===== src/shared/io_port_pkg.sv =====
// package: register map, field layouts, reset values and timing counts for the i/o port block
package io_port_pkg;

    // ------------------------------------------------------------
    // register indices (byte address is four times the index)
    // ------------------------------------------------------------
    localparam logic [7:0] IDX_PORT3_EVENT_MASK = 8'hC7;
    localparam logic [7:0] IDX_PORT4_EVENT_MASK = 8'hC8;
    localparam logic [7:0] IDX_PORT3_EVENT_STATUS = 8'hE7;
    localparam logic [7:0] IDX_PORT4_EVENT_STATUS = 8'hE8;
    localparam logic [7:0] IDX_SUSPEND_LED_MODE = 8'hF3;
    localparam logic [7:0] IDX_PORT4_DIRECTION = 8'hF4;
    localparam logic [7:0] IDX_PORT4_PIN_DATA = 8'hF5;
    localparam logic [7:0] IDX_PORT4_POLARITY_INVERT = 8'hF6;
    localparam logic [7:0] IDX_PORT4_FUNCTION_SELECT = 8'hF7;
    localparam logic [7:0] IDX_PORT3_DETECT_TYPE = 8'hFE;

    localparam int APB_ADDR_W = 12;

    // ------------------------------------------------------------
    // reset values
    // ------------------------------------------------------------
    localparam logic [7:0] RST_DIRECTION = 8'hFF;
    localparam logic [7:0] RST_PIN_DATA = 8'h00;
    localparam logic [7:0] RST_INVERT = 8'h00;
    localparam logic [7:0] RST_FUNCTION = 8'h00;
    localparam logic [7:0] RST_DETECT_TYPE = 8'h00;
    localparam logic [1:0] RST_LED_MODE = 2'h0;
    localparam logic [7:0] RST_MASK = 8'h00;

    // ------------------------------------------------------------
    // field positions
    // ------------------------------------------------------------
    localparam int LED_MODE_LSB = 6;
    localparam int DEBOUNCE_EN_LSB = 4;
    localparam int TRIGGER_LEVEL_LSB = 0;
    // port3 detect pins in order: pin0, pin1, pin5
    localparam int DETECT_PIN_POS [3] = '{0, 1, 5};

    // ------------------------------------------------------------
    // suspend led modes
    // ------------------------------------------------------------
    typedef enum logic [1:0] {
        LED_TRISTATE = 2'b00,
        LED_DRIVE_LOW = 2'b01,
        LED_BLINK_FAST = 2'b10,
        LED_BLINK_SLOW = 2'b11
    } led_mode_t;

    // ------------------------------------------------------------
    // timing
    // ------------------------------------------------------------
    localparam longint CLK_PERIOD_NS = 10;
    localparam longint LED_FAST_PERIOD_MS = 1000;
    localparam longint LED_SLOW_PERIOD_MS = 4000;
    localparam logic [27:0] LED_FAST_HALF_CYCLES =
        28'(LED_FAST_PERIOD_MS * 64'd1000000 / CLK_PERIOD_NS / 2);
    localparam logic [27:0] LED_SLOW_HALF_CYCLES =
        28'(LED_SLOW_PERIOD_MS * 64'd1000000 / CLK_PERIOD_NS / 2);
    localparam logic [4:0] DEBOUNCE_CYCLES = 5'h10;

    // ------------------------------------------------------------
    // carriers
    // ------------------------------------------------------------
    typedef struct packed {
        logic [7:0] direction;
        logic [7:0] pin_data;
        logic [7:0] invert;
        logic [7:0] function_sel;
    } port4_cfg_t;

    typedef struct packed {
        logic [7:0] port3;
        logic [7:0] port4;
    } event_bits_t;

endpackage


===== src/rtl/pin_sync.sv =====
// three-stage input synchroniser that accepts a change once stages two and three agree
`timescale 1ns/10ps
module pin_sync #(
    parameter int WIDTH = 8
) (
    input wire logic clk,
    input wire logic sys_rst,
    input wire logic [WIDTH-1:0] async_in,
    output logic [WIDTH-1:0] sync_out
);
    // ------------------------------------------------------------
    // per-bit stages
    // ------------------------------------------------------------
    genvar i;
    generate
        for (i = 0; i < WIDTH; i++) begin : g_bit
            logic s1_reg, s2_reg, s3_reg, out_reg;
            logic out_next;
            // accept the level only when stage two and three match
            always_comb begin
                out_next = (s2_reg == s3_reg) ? s3_reg : out_reg;
            end
            // stage one feeds stage two only
            always_ff @(posedge clk) begin
                if (sys_rst) begin
                    s1_reg <= 1'b0;
                    s2_reg <= 1'b0;
                    s3_reg <= 1'b0;
                    out_reg <= 1'b0;
                end else begin
                    s1_reg <= async_in[i];
                    s2_reg <= s1_reg;
                    s3_reg <= s2_reg;
                    out_reg <= out_next;
                end
            end
            assign sync_out[i] = out_reg;
        end
    endgenerate
endmodule


===== src/rtl/led_blinker.sv =====
// suspend led pattern generator: tri-state, low, or two blink rates at half duty
`timescale 1ns/10ps
module led_blinker
    import io_port_pkg::*;
#(
    parameter logic [27:0] FAST_HALF = LED_FAST_HALF_CYCLES,
    parameter logic [27:0] SLOW_HALF = LED_SLOW_HALF_CYCLES
) (
    input wire logic clk,
    input wire logic sys_rst,
    input wire led_mode_t mode,
    output logic led_level,
    output logic led_drive
);
    logic [27:0] count_reg, count_next;
    logic phase_reg, phase_next;
    logic [27:0] half;

    // ------------------------------------------------------------
    // half period counter and phase
    // ------------------------------------------------------------
    always_comb begin
        half = (mode == LED_BLINK_SLOW) ? SLOW_HALF : FAST_HALF;
        count_next = count_reg + 28'h1;
        phase_next = phase_reg;
        if (mode == LED_TRISTATE || mode == LED_DRIVE_LOW) begin
            count_next = 28'h0;
            phase_next = 1'b0;
        end else if (count_reg >= half - 28'h1) begin
            count_next = 28'h0;
            phase_next = ~phase_reg; // 50% duty
        end
    end

    always_ff @(posedge clk) begin
        if (sys_rst) begin
            count_reg <= 28'h0;
            phase_reg <= 1'b0;
        end else begin
            count_reg <= count_next;
            phase_reg <= phase_next;
        end
    end

    assign led_level = phase_reg;
    assign led_drive = (mode != LED_TRISTATE);
endmodule


===== src/rtl/io_port_four_with_pin_mux.sv =====
// eight-pin i/o port with function mux, port3 detect pins, event status and apb registers
//
// Operation
// - direction bit 0 output, 1 input; reset all ones
// - output pins: data readable, writable, drives pin
// - input pins: read pin value, ignore writes
// - inversion bit inverts pin both directions
// - odd select bits suspend led, even watchdog
// - port3 bits 6..4 enable input debouncer
// - port3 bits 2..0: 0 edge, 1 level
// - edge sets event status; read clears bits
// - suspend led: tristate, low, 1Hz, 0.25Hz
//
// Added by the designer: the APB register port.
`timescale 1ns/10ps
module io_port_four_with_pin_mux
    import io_port_pkg::*;
#(
    parameter logic [27:0] LED_FAST_HALF = LED_FAST_HALF_CYCLES,
    parameter logic [27:0] LED_SLOW_HALF = LED_SLOW_HALF_CYCLES
) (
    input wire logic clk,
    input wire logic sys_rst,
    input wire logic psel,
    input wire logic penable,
    input wire logic pwrite,
    input wire logic [APB_ADDR_W-1:0] paddr,
    input wire logic [31:0] pwdata,
    output logic [31:0] prdata,
    output logic pready,
    output logic pslverr,
    input wire logic [7:0] io_port_four_in,
    output logic [7:0] io_port_four_out,
    output logic [7:0] io_port_four_oe,
    input wire logic [2:0] io_port_three_detect_in,
    input wire logic watchdog_timeout_out_n,
    output logic irq
);
    // --------------------
    // declarations
    // --------------------
    port4_cfg_t cfg_reg, cfg_next;
    logic [7:0] detect_type_reg, detect_type_next;
    led_mode_t led_mode_reg, led_mode_next;
    event_bits_t status_reg, status_next;
    event_bits_t mask_reg, mask_next;
    logic [31:0] prdata_reg, prdata_next;
    logic pready_reg, pready_next;
    logic pslverr_reg, pslverr_next;
    logic [7:0] pin_out_reg, pin_out_next;
    logic [7:0] pin_oe_reg, pin_oe_next;
    logic irq_reg, irq_next;

    logic [7:0] p4_sync;
    logic [7:0] p4_prev_reg;
    logic [2:0] p3_sync;
    logic [2:0] p3_clean;
    logic [2:0] p3_prev_reg;
    logic led_level, led_drive;

    logic [7:0] reg_index;
    logic addr_ok;
    logic setup_phase;
    logic access_done;
    logic [7:0] data_view;
    logic [7:0] read_byte;
    logic read_hit;
    event_bits_t event_set;
    event_bits_t read_clear;

    // --------------------
    // pin input synchronisers
    // --------------------
    pin_sync #(.WIDTH(8)) u_sync_p4 (
        .clk(clk),
        .sys_rst(sys_rst),
        .async_in(io_port_four_in),
        .sync_out(p4_sync)
    );

    pin_sync #(.WIDTH(3)) u_sync_p3 (
        .clk(clk),
        .sys_rst(sys_rst),
        .async_in(io_port_three_detect_in),
        .sync_out(p3_sync)
    );

    // --------------------
    // suspend led pattern
    // --------------------
    led_blinker #(
        .FAST_HALF(LED_FAST_HALF),
        .SLOW_HALF(LED_SLOW_HALF)
    ) u_led (
        .clk(clk),
        .sys_rst(sys_rst),
        .mode(led_mode_reg),
        .led_level(led_level),
        .led_drive(led_drive)
    );

    // --------------------
    // port3 debouncers, one per detect pin
    // --------------------
    genvar d;
    generate
        for (d = 0; d < 3; d++) begin : g_deb
            logic [4:0] cnt_reg, cnt_next;
            logic stable_reg, stable_next;
            logic enable;
            // restart the count on every change of the raw level
            always_comb begin
                enable = detect_type_reg[DEBOUNCE_EN_LSB + d];
                cnt_next = cnt_reg;
                stable_next = stable_reg;
                if (!enable) begin
                    cnt_next = 5'h0;
                    stable_next = p3_sync[d];
                end else if (p3_sync[d] == stable_reg) begin
                    cnt_next = 5'h0;
                end else if (cnt_reg >= DEBOUNCE_CYCLES - 5'h1) begin
                    cnt_next = 5'h0;
                    stable_next = p3_sync[d];
                end else begin
                    cnt_next = cnt_reg + 5'h1;
                end
            end
            always_ff @(posedge clk) begin
                if (sys_rst) begin
                    cnt_reg <= 5'h0;
                    stable_reg <= 1'b0;
                end else begin
                    cnt_reg <= cnt_next;
                    stable_reg <= stable_next;
                end
            end
            assign p3_clean[d] = stable_reg;
        end
    endgenerate

    // --------------------
    // event detection
    // --------------------
    // port4: any edge; port3 detect pins: edge or high level
    always_comb begin
        event_set = '0;
        event_set.port4 = p4_sync ^ p4_prev_reg;
        for (int k = 0; k < 3; k++) begin
            if (detect_type_reg[TRIGGER_LEVEL_LSB + k]) begin
                event_set.port3[DETECT_PIN_POS[k]] = p3_clean[k];
            end else begin
                event_set.port3[DETECT_PIN_POS[k]] = p3_clean[k] ^ p3_prev_reg[k];
            end
        end
    end

    // previous levels for edge detection
    always_ff @(posedge clk) begin
        if (sys_rst) begin
            p4_prev_reg <= 8'h00;
            p3_prev_reg <= 3'h0;
        end else begin
            p4_prev_reg <= p4_sync;
            p3_prev_reg <= p3_clean;
        end
    end

    // --------------------
    // apb decode
    // --------------------
    always_comb begin
        reg_index = paddr[9:2];
        addr_ok = (paddr[1:0] == 2'h0) && (paddr[APB_ADDR_W-1:10] == 2'h0);
        setup_phase = psel && !penable;
        access_done = psel && penable && pready_reg;
        // input pins show the pin through the inversion, outputs the stored bit
        data_view = (cfg_reg.pin_data & ~cfg_reg.direction) |
                    ((p4_sync ^ cfg_reg.invert) & cfg_reg.direction);
        read_hit = 1'b1;
        read_byte = 8'h00;
        if (!addr_ok) begin
            read_hit = 1'b0;
        end else begin
            unique case (reg_index)
                IDX_PORT4_DIRECTION: read_byte = cfg_reg.direction;
                IDX_PORT4_PIN_DATA: read_byte = data_view;
                IDX_PORT4_POLARITY_INVERT: read_byte = cfg_reg.invert;
                IDX_PORT4_FUNCTION_SELECT: read_byte = cfg_reg.function_sel;
                IDX_PORT3_DETECT_TYPE: read_byte = detect_type_reg;
                IDX_SUSPEND_LED_MODE: read_byte = {led_mode_reg, 6'h00};
                IDX_PORT3_EVENT_STATUS: read_byte = status_reg.port3;
                IDX_PORT4_EVENT_STATUS: read_byte = status_reg.port4;
                IDX_PORT3_EVENT_MASK: read_byte = mask_reg.port3;
                IDX_PORT4_EVENT_MASK: read_byte = mask_reg.port4;
                default: read_hit = 1'b0;
            endcase
        end
    end

    // answer one cycle after setup; read data captured at setup
    always_comb begin
        pready_next = setup_phase;
        pslverr_next = setup_phase && !read_hit;
        prdata_next = prdata_reg;
        if (setup_phase) begin
            prdata_next = (!pwrite && read_hit) ? {24'h000000, read_byte} : 32'h00000000;
        end
    end

    always_ff @(posedge clk) begin
        if (sys_rst) begin
            pready_reg <= 1'b0;
            pslverr_reg <= 1'b0;
            prdata_reg <= 32'h00000000;
        end else begin
            pready_reg <= pready_next;
            pslverr_reg <= pslverr_next;
            prdata_reg <= prdata_next;
        end
    end

    // --------------------
    // configuration registers
    // --------------------
    always_comb begin
        cfg_next = cfg_reg;
        detect_type_next = detect_type_reg;
        led_mode_next = led_mode_reg;
        mask_next = mask_reg;
        if (access_done && pwrite && !pslverr_reg) begin
            unique case (reg_index)
                IDX_PORT4_DIRECTION: cfg_next.direction = pwdata[7:0];
                IDX_PORT4_PIN_DATA: begin
                    // only output bits take the write
                    cfg_next.pin_data = (cfg_reg.pin_data & cfg_reg.direction) |
                                        (pwdata[7:0] & ~cfg_reg.direction);
                end
                IDX_PORT4_POLARITY_INVERT: cfg_next.invert = pwdata[7:0];
                IDX_PORT4_FUNCTION_SELECT: cfg_next.function_sel = pwdata[7:0];
                IDX_PORT3_DETECT_TYPE: detect_type_next = pwdata[7:0] & 8'h77;
                IDX_SUSPEND_LED_MODE: led_mode_next = led_mode_t'(pwdata[LED_MODE_LSB +: 2]);
                IDX_PORT3_EVENT_MASK: mask_next.port3 = pwdata[7:0];
                IDX_PORT4_EVENT_MASK: mask_next.port4 = pwdata[7:0];
                default: ;
            endcase
        end
    end

    always_ff @(posedge clk) begin
        if (sys_rst) begin
            cfg_reg.direction <= RST_DIRECTION;
            cfg_reg.pin_data <= RST_PIN_DATA;
            cfg_reg.invert <= RST_INVERT;
            cfg_reg.function_sel <= RST_FUNCTION;
            detect_type_reg <= RST_DETECT_TYPE;
            led_mode_reg <= led_mode_t'(RST_LED_MODE);
            mask_reg <= {RST_MASK, RST_MASK};
        end else begin
            cfg_reg <= cfg_next;
            detect_type_reg <= detect_type_next;
            led_mode_reg <= led_mode_next;
            mask_reg <= mask_next;
        end
    end

    // --------------------
    // event status and interrupt
    // --------------------
    // a read clears only bits it returned; a new event wins over the clear
    always_comb begin
        read_clear = '0;
        if (access_done && !pwrite && !pslverr_reg) begin
            if (reg_index == IDX_PORT3_EVENT_STATUS) begin
                read_clear.port3 = prdata_reg[7:0];
            end
            if (reg_index == IDX_PORT4_EVENT_STATUS) begin
                read_clear.port4 = prdata_reg[7:0];
            end
        end
        status_next = (status_reg & ~read_clear) | event_set;
        irq_next = |(status_reg & mask_reg);
    end

    always_ff @(posedge clk) begin
        if (sys_rst) begin
            status_reg <= '0;
            irq_reg <= 1'b0;
        end else begin
            status_reg <= status_next;
            irq_reg <= irq_next;
        end
    end

    // --------------------
    // pin drive and function mux
    // --------------------
    genvar p;
    generate
        for (p = 0; p < 8; p++) begin : g_pin
            always_comb begin
                if (cfg_reg.function_sel[p]) begin
                    if (p % 2 == 1) begin
                        pin_out_next[p] = led_level;
                        pin_oe_next[p] = led_drive;
                    end else begin
                        pin_out_next[p] = watchdog_timeout_out_n;
                        pin_oe_next[p] = 1'b1;
                    end
                end else begin
                    pin_out_next[p] = cfg_reg.pin_data[p] ^ cfg_reg.invert[p];
                    pin_oe_next[p] = ~cfg_reg.direction[p];
                end
            end
        end
    endgenerate

    always_ff @(posedge clk) begin
        if (sys_rst) begin
            pin_out_reg <= 8'h00;
            pin_oe_reg <= 8'h00;
        end else begin
            pin_out_reg <= pin_out_next;
            pin_oe_reg <= pin_oe_next;
        end
    end

    // --------------------
    // outputs
    // --------------------
    assign prdata = prdata_reg;
    assign pready = pready_reg;
    assign pslverr = pslverr_reg;
    assign io_port_four_out = pin_out_reg;
    assign io_port_four_oe = pin_oe_reg;
    assign irq = irq_reg;
endmodule


===== config.mk =====
export PLATFORM = sky130hd
export DESIGN_NAME = io_port_four_with_pin_mux
export DESIGN_NICKNAME = d
export VERILOG_FILES = /design/src/shared/io_port_pkg.sv /design/src/rtl/pin_sync.sv /design/src/rtl/led_blinker.sv /design/src/rtl/io_port_four_with_pin_mux.sv
export SDC_FILE = /design/constraint.sdc
export NUM_CORES = 1
export LEC_CHECK = 0
export BUFFER_PORTS_ARGS = -buffer_cell sky130_fd_sc_hd__buf_2
export CAP_MARGIN = 20
export CORE_AREA = 2 2 168 137
export DETAILED_ROUTE_END_ITERATION = 8
export DIE_AREA = 0 0 170 139
export GPL_TIMING_DRIVEN = 0
export PLACE_DENSITY_LB_ADDON = 0.3
export SLEW_MARGIN = 20
export SYNTH_ARGS = -nofsm -noshare
export SYNTH_HDL_FRONTEND = slang
export SYNTH_SLANG_ARGS = --single-unit

===== constraint.sdc =====
create_clock -name clk -period 5 [get_ports clk]
set_clock_uncertainty 0.2 [all_clocks]
set_input_delay 0 -clock clk [delete_from_list [all_inputs] [get_ports clk]]
set_output_delay 0 -clock clk [all_outputs]
set_load 0.1 [all_outputs]

* Yosys cells after proc, flatten, opt, wreduce, memory -nomap -nowiden *
Cells that the tools add are included.

cells by class
  add/subtract/negate cells = 5
  $lt $le $gt $ge = 4
  equality and inequality tests = 32
  muxes and demuxes = 37
  bitwise logic cells = 36
  reductions and logical operators = 37

operators by type and width
  kind                   count
  $eq 8x8->1 const B     10
  $pmux 8 s10            1
  $and 16x16->16         2
  $and 8x8->8            4
  $mux 8                 4
  $mux 1                 30
  $add 28x1->28 const B  1
  $ge 28x28->1           1
  $mux 28                1
  $sub 28x1->28 const B  1
  $reduce_and 2->1       11
  $mux 16                1
  $not 16->16            1
  $or 16x14->16          1
  $or 8x8->8             2
  $reduce_or 16->1       1
  $xor 8x8->8            2
  $add 5x1->5 const B    3
  $ge 5x4->1 const B     3
  $eq 1x1->1             14
  $not 1->1              12
  $reduce_or 4->1        3
  $xor 1x1->1            11
  $logic_and 1x1->1      10
  other kinds (12)       21

word-level totals
  register bits = 225
  bits of input ports = 61
  output and inout bits = 51
  logic and storage cells = 221

* Longest topological paths before layout *
Gate-level depths: netlist of run 1.

  depth after elaboration = 8
  mapped depth = 10
  gate-level depth less buffers = 9

* By module *
Synthesis of run 1 repeated with hierarchy kept, for this count alone.

second synthesis, totals
  cell total of the unflattened synthesis = 963
  area, all modules = 8833.5 µm²

by module, submodules not included
  module                     times used  cells each  area each (µm²)  seq. area each (µm²)
  io_port_four_with_pin_mux  1           668         5959.5           2562.5
  led_blinker                1           170         1480.2           580.6
  pin_sync at u_sync_p4      1           91          983.4            640.6
  pin_sync at u_sync_p3      1           34          410.4            240.2

* Worst setup path before layout of run 1 *
Ideal clock, no wire load.

  path kind = register -> register
  from = reg pready_reg, in the netlist pready
  to = reg mask_reg[8] (netlist bit)
  setup time = 132 ps
  arrival = 2222 ps
  required time = 4668 ps
  slack = 2446 ps
  stages on the path, launching flop included = 7
  buffers on the path = 1
  clock period less this slack = 2554 ps
  cells stage by stage = dfxtp_1 and4b_1 nand2_1 or4_1 clkbuf_1 nand2_1 a21oi_1

between the ends
  word-level cells in the longest chain between the ends = 4

ends and longest elaborated chain
  item                               RTL line                          source
  start: declaration                 io_port_four_with_pin_mux.sv:48   logic pready_reg, pready_next;
  start signal: assignment           io_port_four_with_pin_mux.sv:216  pready_reg <= pready_next;
  $logic_and 1x1->1                  io_port_four_with_pin_mux.sv:175  access_done = psel && penable && pready_reg;
  $logic_and 1x1->1 (2 in a row)     io_port_four_with_pin_mux.sv:230  if (access_done && pwrite && !pslverr_reg) begin
  $reduce_and 2->1 (no source line)  n/a
  end signal: assignment             io_port_four_with_pin_mux.sv:257  mask_reg <= {RST_MASK, RST_MASK};
  end signal: assignment             io_port_four_with_pin_mux.sv:262  mask_reg <= mask_next;
  end: declaration                   io_port_four_with_pin_mux.sv:46   event_bits_t mask_reg, mask_next;

Every way passes these cells.
A chain may end at the register's enable or synchronous reset.

* Worst setup path after layout of run 1 *
  from = in paddr[9]
  to = reg prdata_reg[1], in the netlist prdata[1]

between the ends
  word-level cells in the longest chain between the ends = 6
  elaborated cells between the ends (all ways) = 17
  classes of those cells = 10 x eq/ne; 5 x mux; 2 x reduce/logical

ends and longest elaborated chain
  item                               RTL line                          source
  start: declaration                 io_port_four_with_pin_mux.sv:27   input wire logic [APB_ADDR_W-1:0] paddr,
  $eq 8x8->1                         io_port_four_with_pin_mux.sv:184  unique case (reg_index)
  $reduce_or 10->1 (no source line)  n/a
  $mux 1                             io_port_four_with_pin_mux.sv:184
  $mux 1                             io_port_four_with_pin_mux.sv:181  if (!addr_ok) begin
  $logic_and 1x1->1                  io_port_four_with_pin_mux.sv:206  prdata_next = (!pwrite && read_hit) ? {24'h000000, read_byte} : 32'h00000000;
  $mux 8 (*)                         io_port_four_with_pin_mux.sv:206
  end signal: assignment             io_port_four_with_pin_mux.sv:218  prdata_reg <= prdata_next;
  end: declaration                   io_port_four_with_pin_mux.sv:47   logic [31:0] prdata_reg, prdata_next;

Every way passes the cells marked *; elsewhere a longest branch is shown, timed or not.

==> flow_summary.ini, run 1 <==
[status]
status = finished, final reports clean

[placement]
gp_congestion = 0.931
hpwl_mm = 16.6
pre_cts_ws_ns = 2.46
numPortBuffers = 60

[setup_path]
timing.rr.end = prdata[1]
r2r_start = u_sync_p4.g_bit[1].out_reg
crit_required_ns = 5.25
r2r_cells = 8
worst-path-buf-inv = 5
cp_top_family = buffers and inverters
critPathSlowestCell = dlygate4sd3_1
critPathMaxFanout = 8
path_common_cell = dlygate4sd3_1
critical_path_depth = 11
crit_chain = dlygate4sd3_1 -> buf_2 -> nand4_4 -> dlygate4sd3_1 -> nor2_2 -> a221oi_2 -> nor3_2 -> nand3_1 -> dlygate4sd3_1 -> a21oi_1 -> dlygate4sd3_1
critPathKind = input pin to flip-flop
crit_arrival_ns = 3.84
ff2ff_setup_slack_ns = 2.27
start_kind = input pin
worstSetupEndpointType = flip-flop
critical_path.max_stage_delay_ns = 0.70

[layout]
multiInputGateArea_um2 = 4280
nNetsFinal = 1189
drive_gt1_frac = 0.150
nFillCells = 2154
area_growth_pct = 22.0
largest_reg_flops = 28
final-seq-area_um2 = 4020
diodes = 0

[power]
clockPowerShare = 0.457
internal_power_mw = 2.61
irDropWorstVdd_mv = 0.284
seqPwrFrac = 0.474
swShare = 0.236
power_leakage_nw = 4.07
power_density_nw_per_um2 = 325
combPwrFrac = 0.070
power_switching_uw = 805

[min_path]
hold_depth = 3
hp-start = io_port_three_detect_in[1]
hold_end = u_sync_p3.g_bit[1].s1_reg
hold_class = input pin to flip-flop

[sta]
rsz0062_at_grt = false
finalCriticalPeriod_ns = 3.59
setup_viol = 0
worstMarginPinSlew_ns = 1.11
slew_headroom = 0.251
fmax_mhz = 278
tns_ns = 0
hold_viol = 0
drv_slew = 0
fin_ws_ns = 1.41
fin_crit_sh = 0.719
hold_slack_ns = 0.0317

[clocking]
cts_tree = done
numCtsBuffers = 21
cts_root_buf = clkbuf_16
h-tree-depth = 1
numClockSinks = 201
clkTransAtPathRegs_ns = 0.06
cts_resized = 0
cts_setup_buffers = 0
clk_latency_ns = 0.51
clockBufferDepth = 3

[synth]
yosysMostFrequentCell = dfxtp_1
synth_top_area_cell = dfxtp_1
syn_area_per_cell_um2 = 8.95
syn_area_um2 = 8630
synth_cells = 964
synth_ff_type = dfxtp_1
synth_top_area_share = 0.466
seq_area_frac_synth = 0.466
synth_cell_type_count = 70
ys_warn_count = 0
synthArstFlopShare = 0
synthTopCellsByArea = dfxtp_1 (47%), nand2_1 (5.3%), mux2i_1 (5.0%)
synth.top_cells.by_count = dfxtp_1 (201), nand2_1 (123), nor2_1 (104)
synth-seq-cells = 201
synth-edff-count = 0

[global_route]
overflow = 0
grt_pass1_vias = 6415
grt_pass1_wl_mm = 36.2
grt_use_total = 0.196
grt_max_degree = 14
antenna_found_initial = 2

[routing]
drc_errors = 0
dr.pass1.iters = 5
wl_per_cell_um = 16.7
finalWirelength_mm = 23.5
final_antenna_net_count = 0
num_vias = 7199
drt_iter0_drc = 551
vias_per_cell = 5.11

[floorplan]
dieHeight_um = 139
die_w_um = 170
io-pin-count = 112
start_util = 0.391
rows = 49
core_area_um2 = 22100
die_area_um2 = 23600

[job]
max-cap-violations = 0
## through the flow
step	instance area (um^2)	total power, mW	cells	utilization
after floorplan	8720	1.81	987	-
after global placement	9370	1.87	1327	0.424
after detailed placement	9370	1.87	1327	0.425
after CTS	10500	3.45	1409	0.477
after global routing	10500	3.52	1409	0.477
final	10500	3.42	1409	0.477
## placed cells by master (no fill, tap or decap), types with 6 or more instances in the layout
master         netlist  final
dfxtp_1            201    201
nand2_1            123    123
nor2_1             104    104
a21oi_1             84     84
buf_2                9     69
nor2b_1             47     47
dlygate4sd3_1        0     47
mux2i_1             43     43
xor2_1              30     30
xnor2_1             28     28
nand3_1             26     26
buf_4               25     25
clkbuf_1            21     24
conb_1               1     24
o21ai_0             23     23
nor2_2              22     22
clkbuf_16            0     21
inv_1               16     16
and3_1              14     14
nand2b_1            11     11
nand3b_1            11     11
ha_1                11     11
a31oi_1              9      9
a221oi_1             7      7
nand4_1              6      6
## power groups by stage
stage	combinational (mW)	sequential (mW)	clock [mW]
global route	0.249	1.62	1.65
finish	0.238	1.62	1.56
CTS	0.236	1.62	1.60
detailed placement	0.213	1.65	0
global placement	0.213	1.65	0
floorplan	0.153	1.66	0
## kinds of logic after synthesis
| family | synth area share |
|---|---|
| AO/OA/AOI/OAI | 0.115 |
| AND/OR/NAND/NOR | 0.242 |
| adder cells (fa/ha/maj) | 0.0159 |
| XOR/XNOR | 0.0589 |
| multiplexers | 0.0538 |
| flip-flops | 0.466 |
| other | 0.000434 |
| buffers and inverters | 0.0487 |
## cell type report
class	instances	area share
multi-input combinational	708	0.406
sequential	201	0.382
timing repair buffer	107	0.0732
clock buffer	28	0.0562
buffer	61	0.0339
tap	280	0.0333
clock inverter	7	0.00868
inverter	17	0.00606
## layer usage
metal | GRT usage | vias to the layer above | wire length [um]
met4 | 0.0450 | 2 | 420
met5 | 0 | - | 8
met2 | 0.289 | 252 | 9820
met3 | 0.0468 | 38 | 2170
met1 | 0.290 | 3363 | 11100
li1 | - | 3544 | -
## how the worst max path moves through the flow
stage               startpoint             endpoint  slack, ns
2_1_floorplan           pready          mask_reg[8]       2.45
3_3_place_gp   led_mode_reg[0]  u_led.count_reg[18]       2.49
3_5_place_dp   led_mode_reg[0]  u_led.count_reg[17]       2.46
4_1_cts               paddr[7]            prdata[1]       1.51
5_1_grt               paddr[7]            prdata[1]       1.35
6_report              paddr[9]            prdata[1]       1.41
## repair_timing
item                                   CTS  global route
hold buffers                            47             0
endpoints found under the hold margin   94             0
setup endpoints to repair                0             0
## worst reg2reg max path: stages (launching register included)
cell and delay [ns]:
dfxtp_1 0.51, xnor2_1 0.17, a31oi_1 0.12, a22oi_1 0.20, nand2_1 0.12, nand3_1 0.09
dlygate4sd3_1 0.55, a21oi_1 0.06, dlygate4sd3_1 0.60
Note: power is estimated with default switching activity, not from simulation.
==> run 2: changes to the inputs <==
ABC_AREA = 1   (was default)
CORE_AREA = 2 2 173 141   (was 2 2 168 137)
DIE_AREA = 0 0 175 143   (was 0 0 170 139)
clock period = 3 ns   (was 5 ns; I/O delays follow)
==> flow_summary.ini, run 2 <==
[layout]
nFillCells = 2311
diodes = 0
mostFrequentLayoutCell = nand2_1
area_growth_pct = 22.0
fin_util = 0.481
layout_common_cells = nand2_1 (216), dfxtp_1 (201), nor2_1 (188), inv_1 (162), nand3_1 (105)
nNetsFinal = 1475
largest_reg_flops = 28
drive_gt1_frac = 0.132

[clocking]
cts_tree = done
clkTransAtPathRegs_ns = 0.06
clockBufferDepth = 3
numClockSinks = 201
numCtsBuffers = 23
cts_root_buf = clkbuf_16
h-tree-depth = 1
clk_latency_ns = 0.51
cts_setup_buffers = 0

[setup_path]
worstSetupEndpointType = flip-flop
crit_arrival_ns = 3.01
critPathKind = input pin to flip-flop
crit_required_ns = 3.20
r2r_cells = 8
worstSetupStartpoint = paddr[7]
r2r_start = pready
ff2ff_setup_slack_ns = 0.53
critPathMaxFanout = 10
start_kind = input pin

[synth]
synth_top_area_cell = dfxtp_1
syn_area_per_cell_um2 = 7.33
synthArstFlopShare = 0
syn_area_um2 = 9150
synth.top_cells.by_count = nand2_1 (216), dfxtp_1 (201), nor2_1 (188)
synthTopCellsByArea = dfxtp_1 (44%), nand2_1 (8.9%), nor2_1 (7.7%)
seq_area_frac_synth = 0.440
synth-seq-cells = 201
synth_ff_type = dfxtp_1
synth_cells = 1249
yosysMostFrequentCell = nand2_1
synth-edff-count = 0
synth_cell_type_count = 37
synth_top_area_share = 0.440
ys_warn_count = 0

[placement]
gp_congestion = 0.896
hpwl_mm = 18.0
numPortBuffers = 62

[min_path]
hold_end = cfg_reg[11]
hold_depth = 7
hold_class = input pin to flip-flop
hp-start = paddr[9]

[power]
internal_power_mw = 4.52
clockPowerShare = 0.486
seqPwrFrac = 0.453
swShare = 0.242
irDropWorstVdd_mv = 0.402
combPwrFrac = 0.061
power_density_nw_per_um2 = 534
power_leakage_nw = 4.78
power_switching_mw = 1.44

[global_route]
overflow = 0
grt_use_total = 0.197
antenna_found_initial = 0
grt_pass1_vias = 7538
grt_max_degree = 15
grt_pass1_wl_mm = 39.3

[floorplan]
start_util = 0.394
dieHeight_um = 143
die_area_um2 = 25000
io-pin-count = 112
die_w_um = 175
core_area_um2 = 23200
rows = 50

[sta]
finalCriticalPeriod_ns = 2.81
rsz0062_at_grt = false
hold_viol = 0
slew_headroom = 0.491
fmax_mhz = 355
tns_ns = 0
setup_viol = 0
worstMarginPinSlew_ns = 0.763
fin_crit_sh = 0.938
drv_slew = 0

[routing]
final_antenna_net_count = 0
wl_per_cell_um = 14.0
vias_per_cell = 4.81
finalWirelength_mm = 24.2
dr.pass1.iters = 5
drt_iter0_drc = 718
num_vias = 8334
drc_errors = 0

[job]
max-cap-violations = 0

[status]
status = finished, final reports clean
-- run 2: cell types whose count changed after synthesis, sizes merged, moves of 9 or more --
cell | previous run | this run
inv | 16 | 167
nand2 | 124 | 222
nor2 | 126 | 222
nand3 | 27 | 106
o21ai | 24 | 73
nor2b | 47 | 0
mux2i | 43 | 0
and3 | 14 | 0
nand2b | 11 | 0
nand3b | 11 | 1
xnor2 | 28 | 18
a211oi | 4 | 13
clkbuf | 21 | 12
xor2 | 30 | 21
-- run 2: power groups by stage --
stage                     combinational [mW]  clock [mW]  sequential (mW)
after global routing                   0.388        3.05             2.70
after CTS                              0.362        2.93             2.70
after global placement                 0.324           0             2.76
after floorplan                        0.244           0             2.76
after detailed placement               0.326           0             2.76
final                                  0.365        2.90             2.70
-- run 2: routing by layer --
| layer | up-vias | track usage | routed length [um] |
|---|---|---|---|
| li1 | 4249 | - | - |
| met3 | 34 | 0.0296 | 1620 |
| met2 | 234 | 0.297 | 10100 |
| met1 | 3817 | 0.295 | 12100 |
| met5 | - | 0 | 0 |
| met4 | 0 | 0.0417 | 412 |
-- run 2: what timing repair did --
item / CTS / global route
gates resized for setup: 0 / 1
hold buffers: 44 / 0
endpoints found under the hold margin: 97 / 0
endpoints found under the setup margin: 0 / 8
-- run 2: cell type report --
| cell class | instances | area (um^2) | share of cell area |
|---|---|---|---|
| multi-input cells | 847 | 4230 | 0.379 |
| plain buffers | 56 | 355 | 0.0318 |
| inverters | 168 | 631 | 0.0565 |
| flip-flops and latches | 201 | 4020 | 0.360 |
| clock buffers | 27 | 611 | 0.0547 |
| well taps | 312 | 390 | 0.0350 |
| repair buffers | 106 | 751 | 0.0672 |
| clock inverters | 14 | 170 | 0.0152 |
-- run 2: worst max path at each step --
stage	end	slack (ns)	cells after the start
after CTS	flip-flop	0.08	12
after detailed placement	u_led.count_reg[16]	0.56	12
after global placement	u_led.count_reg[15]	0.60	12
after floorplan	cfg_reg[29]	0.65	8
after global routing	flip-flop	0.007	12
final	flip-flop	0.19	12
-- run 2: kinds of logic (layout without fill, tap and decap cells) --
kind of cell,after synthesis,count (layout),share of synthesized area
DFF,201,201,0.440
xor gates and xnor gates,39,39,0.0373
other,1,24,0.000410
and+or+nand+nor,577,577,0.283
AOI/OAI and AO/OA,196,196,0.116
adders and majority gates,11,11,0.0150
buffers and inverters,224,371,0.108
-- run 2: critical path: stages --
cell,delay (ns)
dlygate4sd3_1,0.52
buf_2,0.12
nand2_1,0.05
dlygate4sd3_1,0.58
nor2_4,0.16
buf_4,0.21
nand3_1,0.15
nor2_4,0.32
nand2_1,0.12
o21ai_0,0.16
a21oi_1,0.06
dlygate4sd3_1,0.56
-- run 2: per-stage QoR --
stage               cells  hold WS, ns  cell area, um^2  total power [mW]  setup WS, ns
floorplan            1272      -0.0930             9240              3.01         0.648
global placement     1646      0.00279             9940              3.08         0.602
detailed placement   1646      0.00571             9940              3.08         0.557
CTS                  1731      0.00996            11200              5.99        0.0829
global route         1731       0.0275            11200              6.14       0.00652
finish               1731       0.0195            11200              5.96         0.186
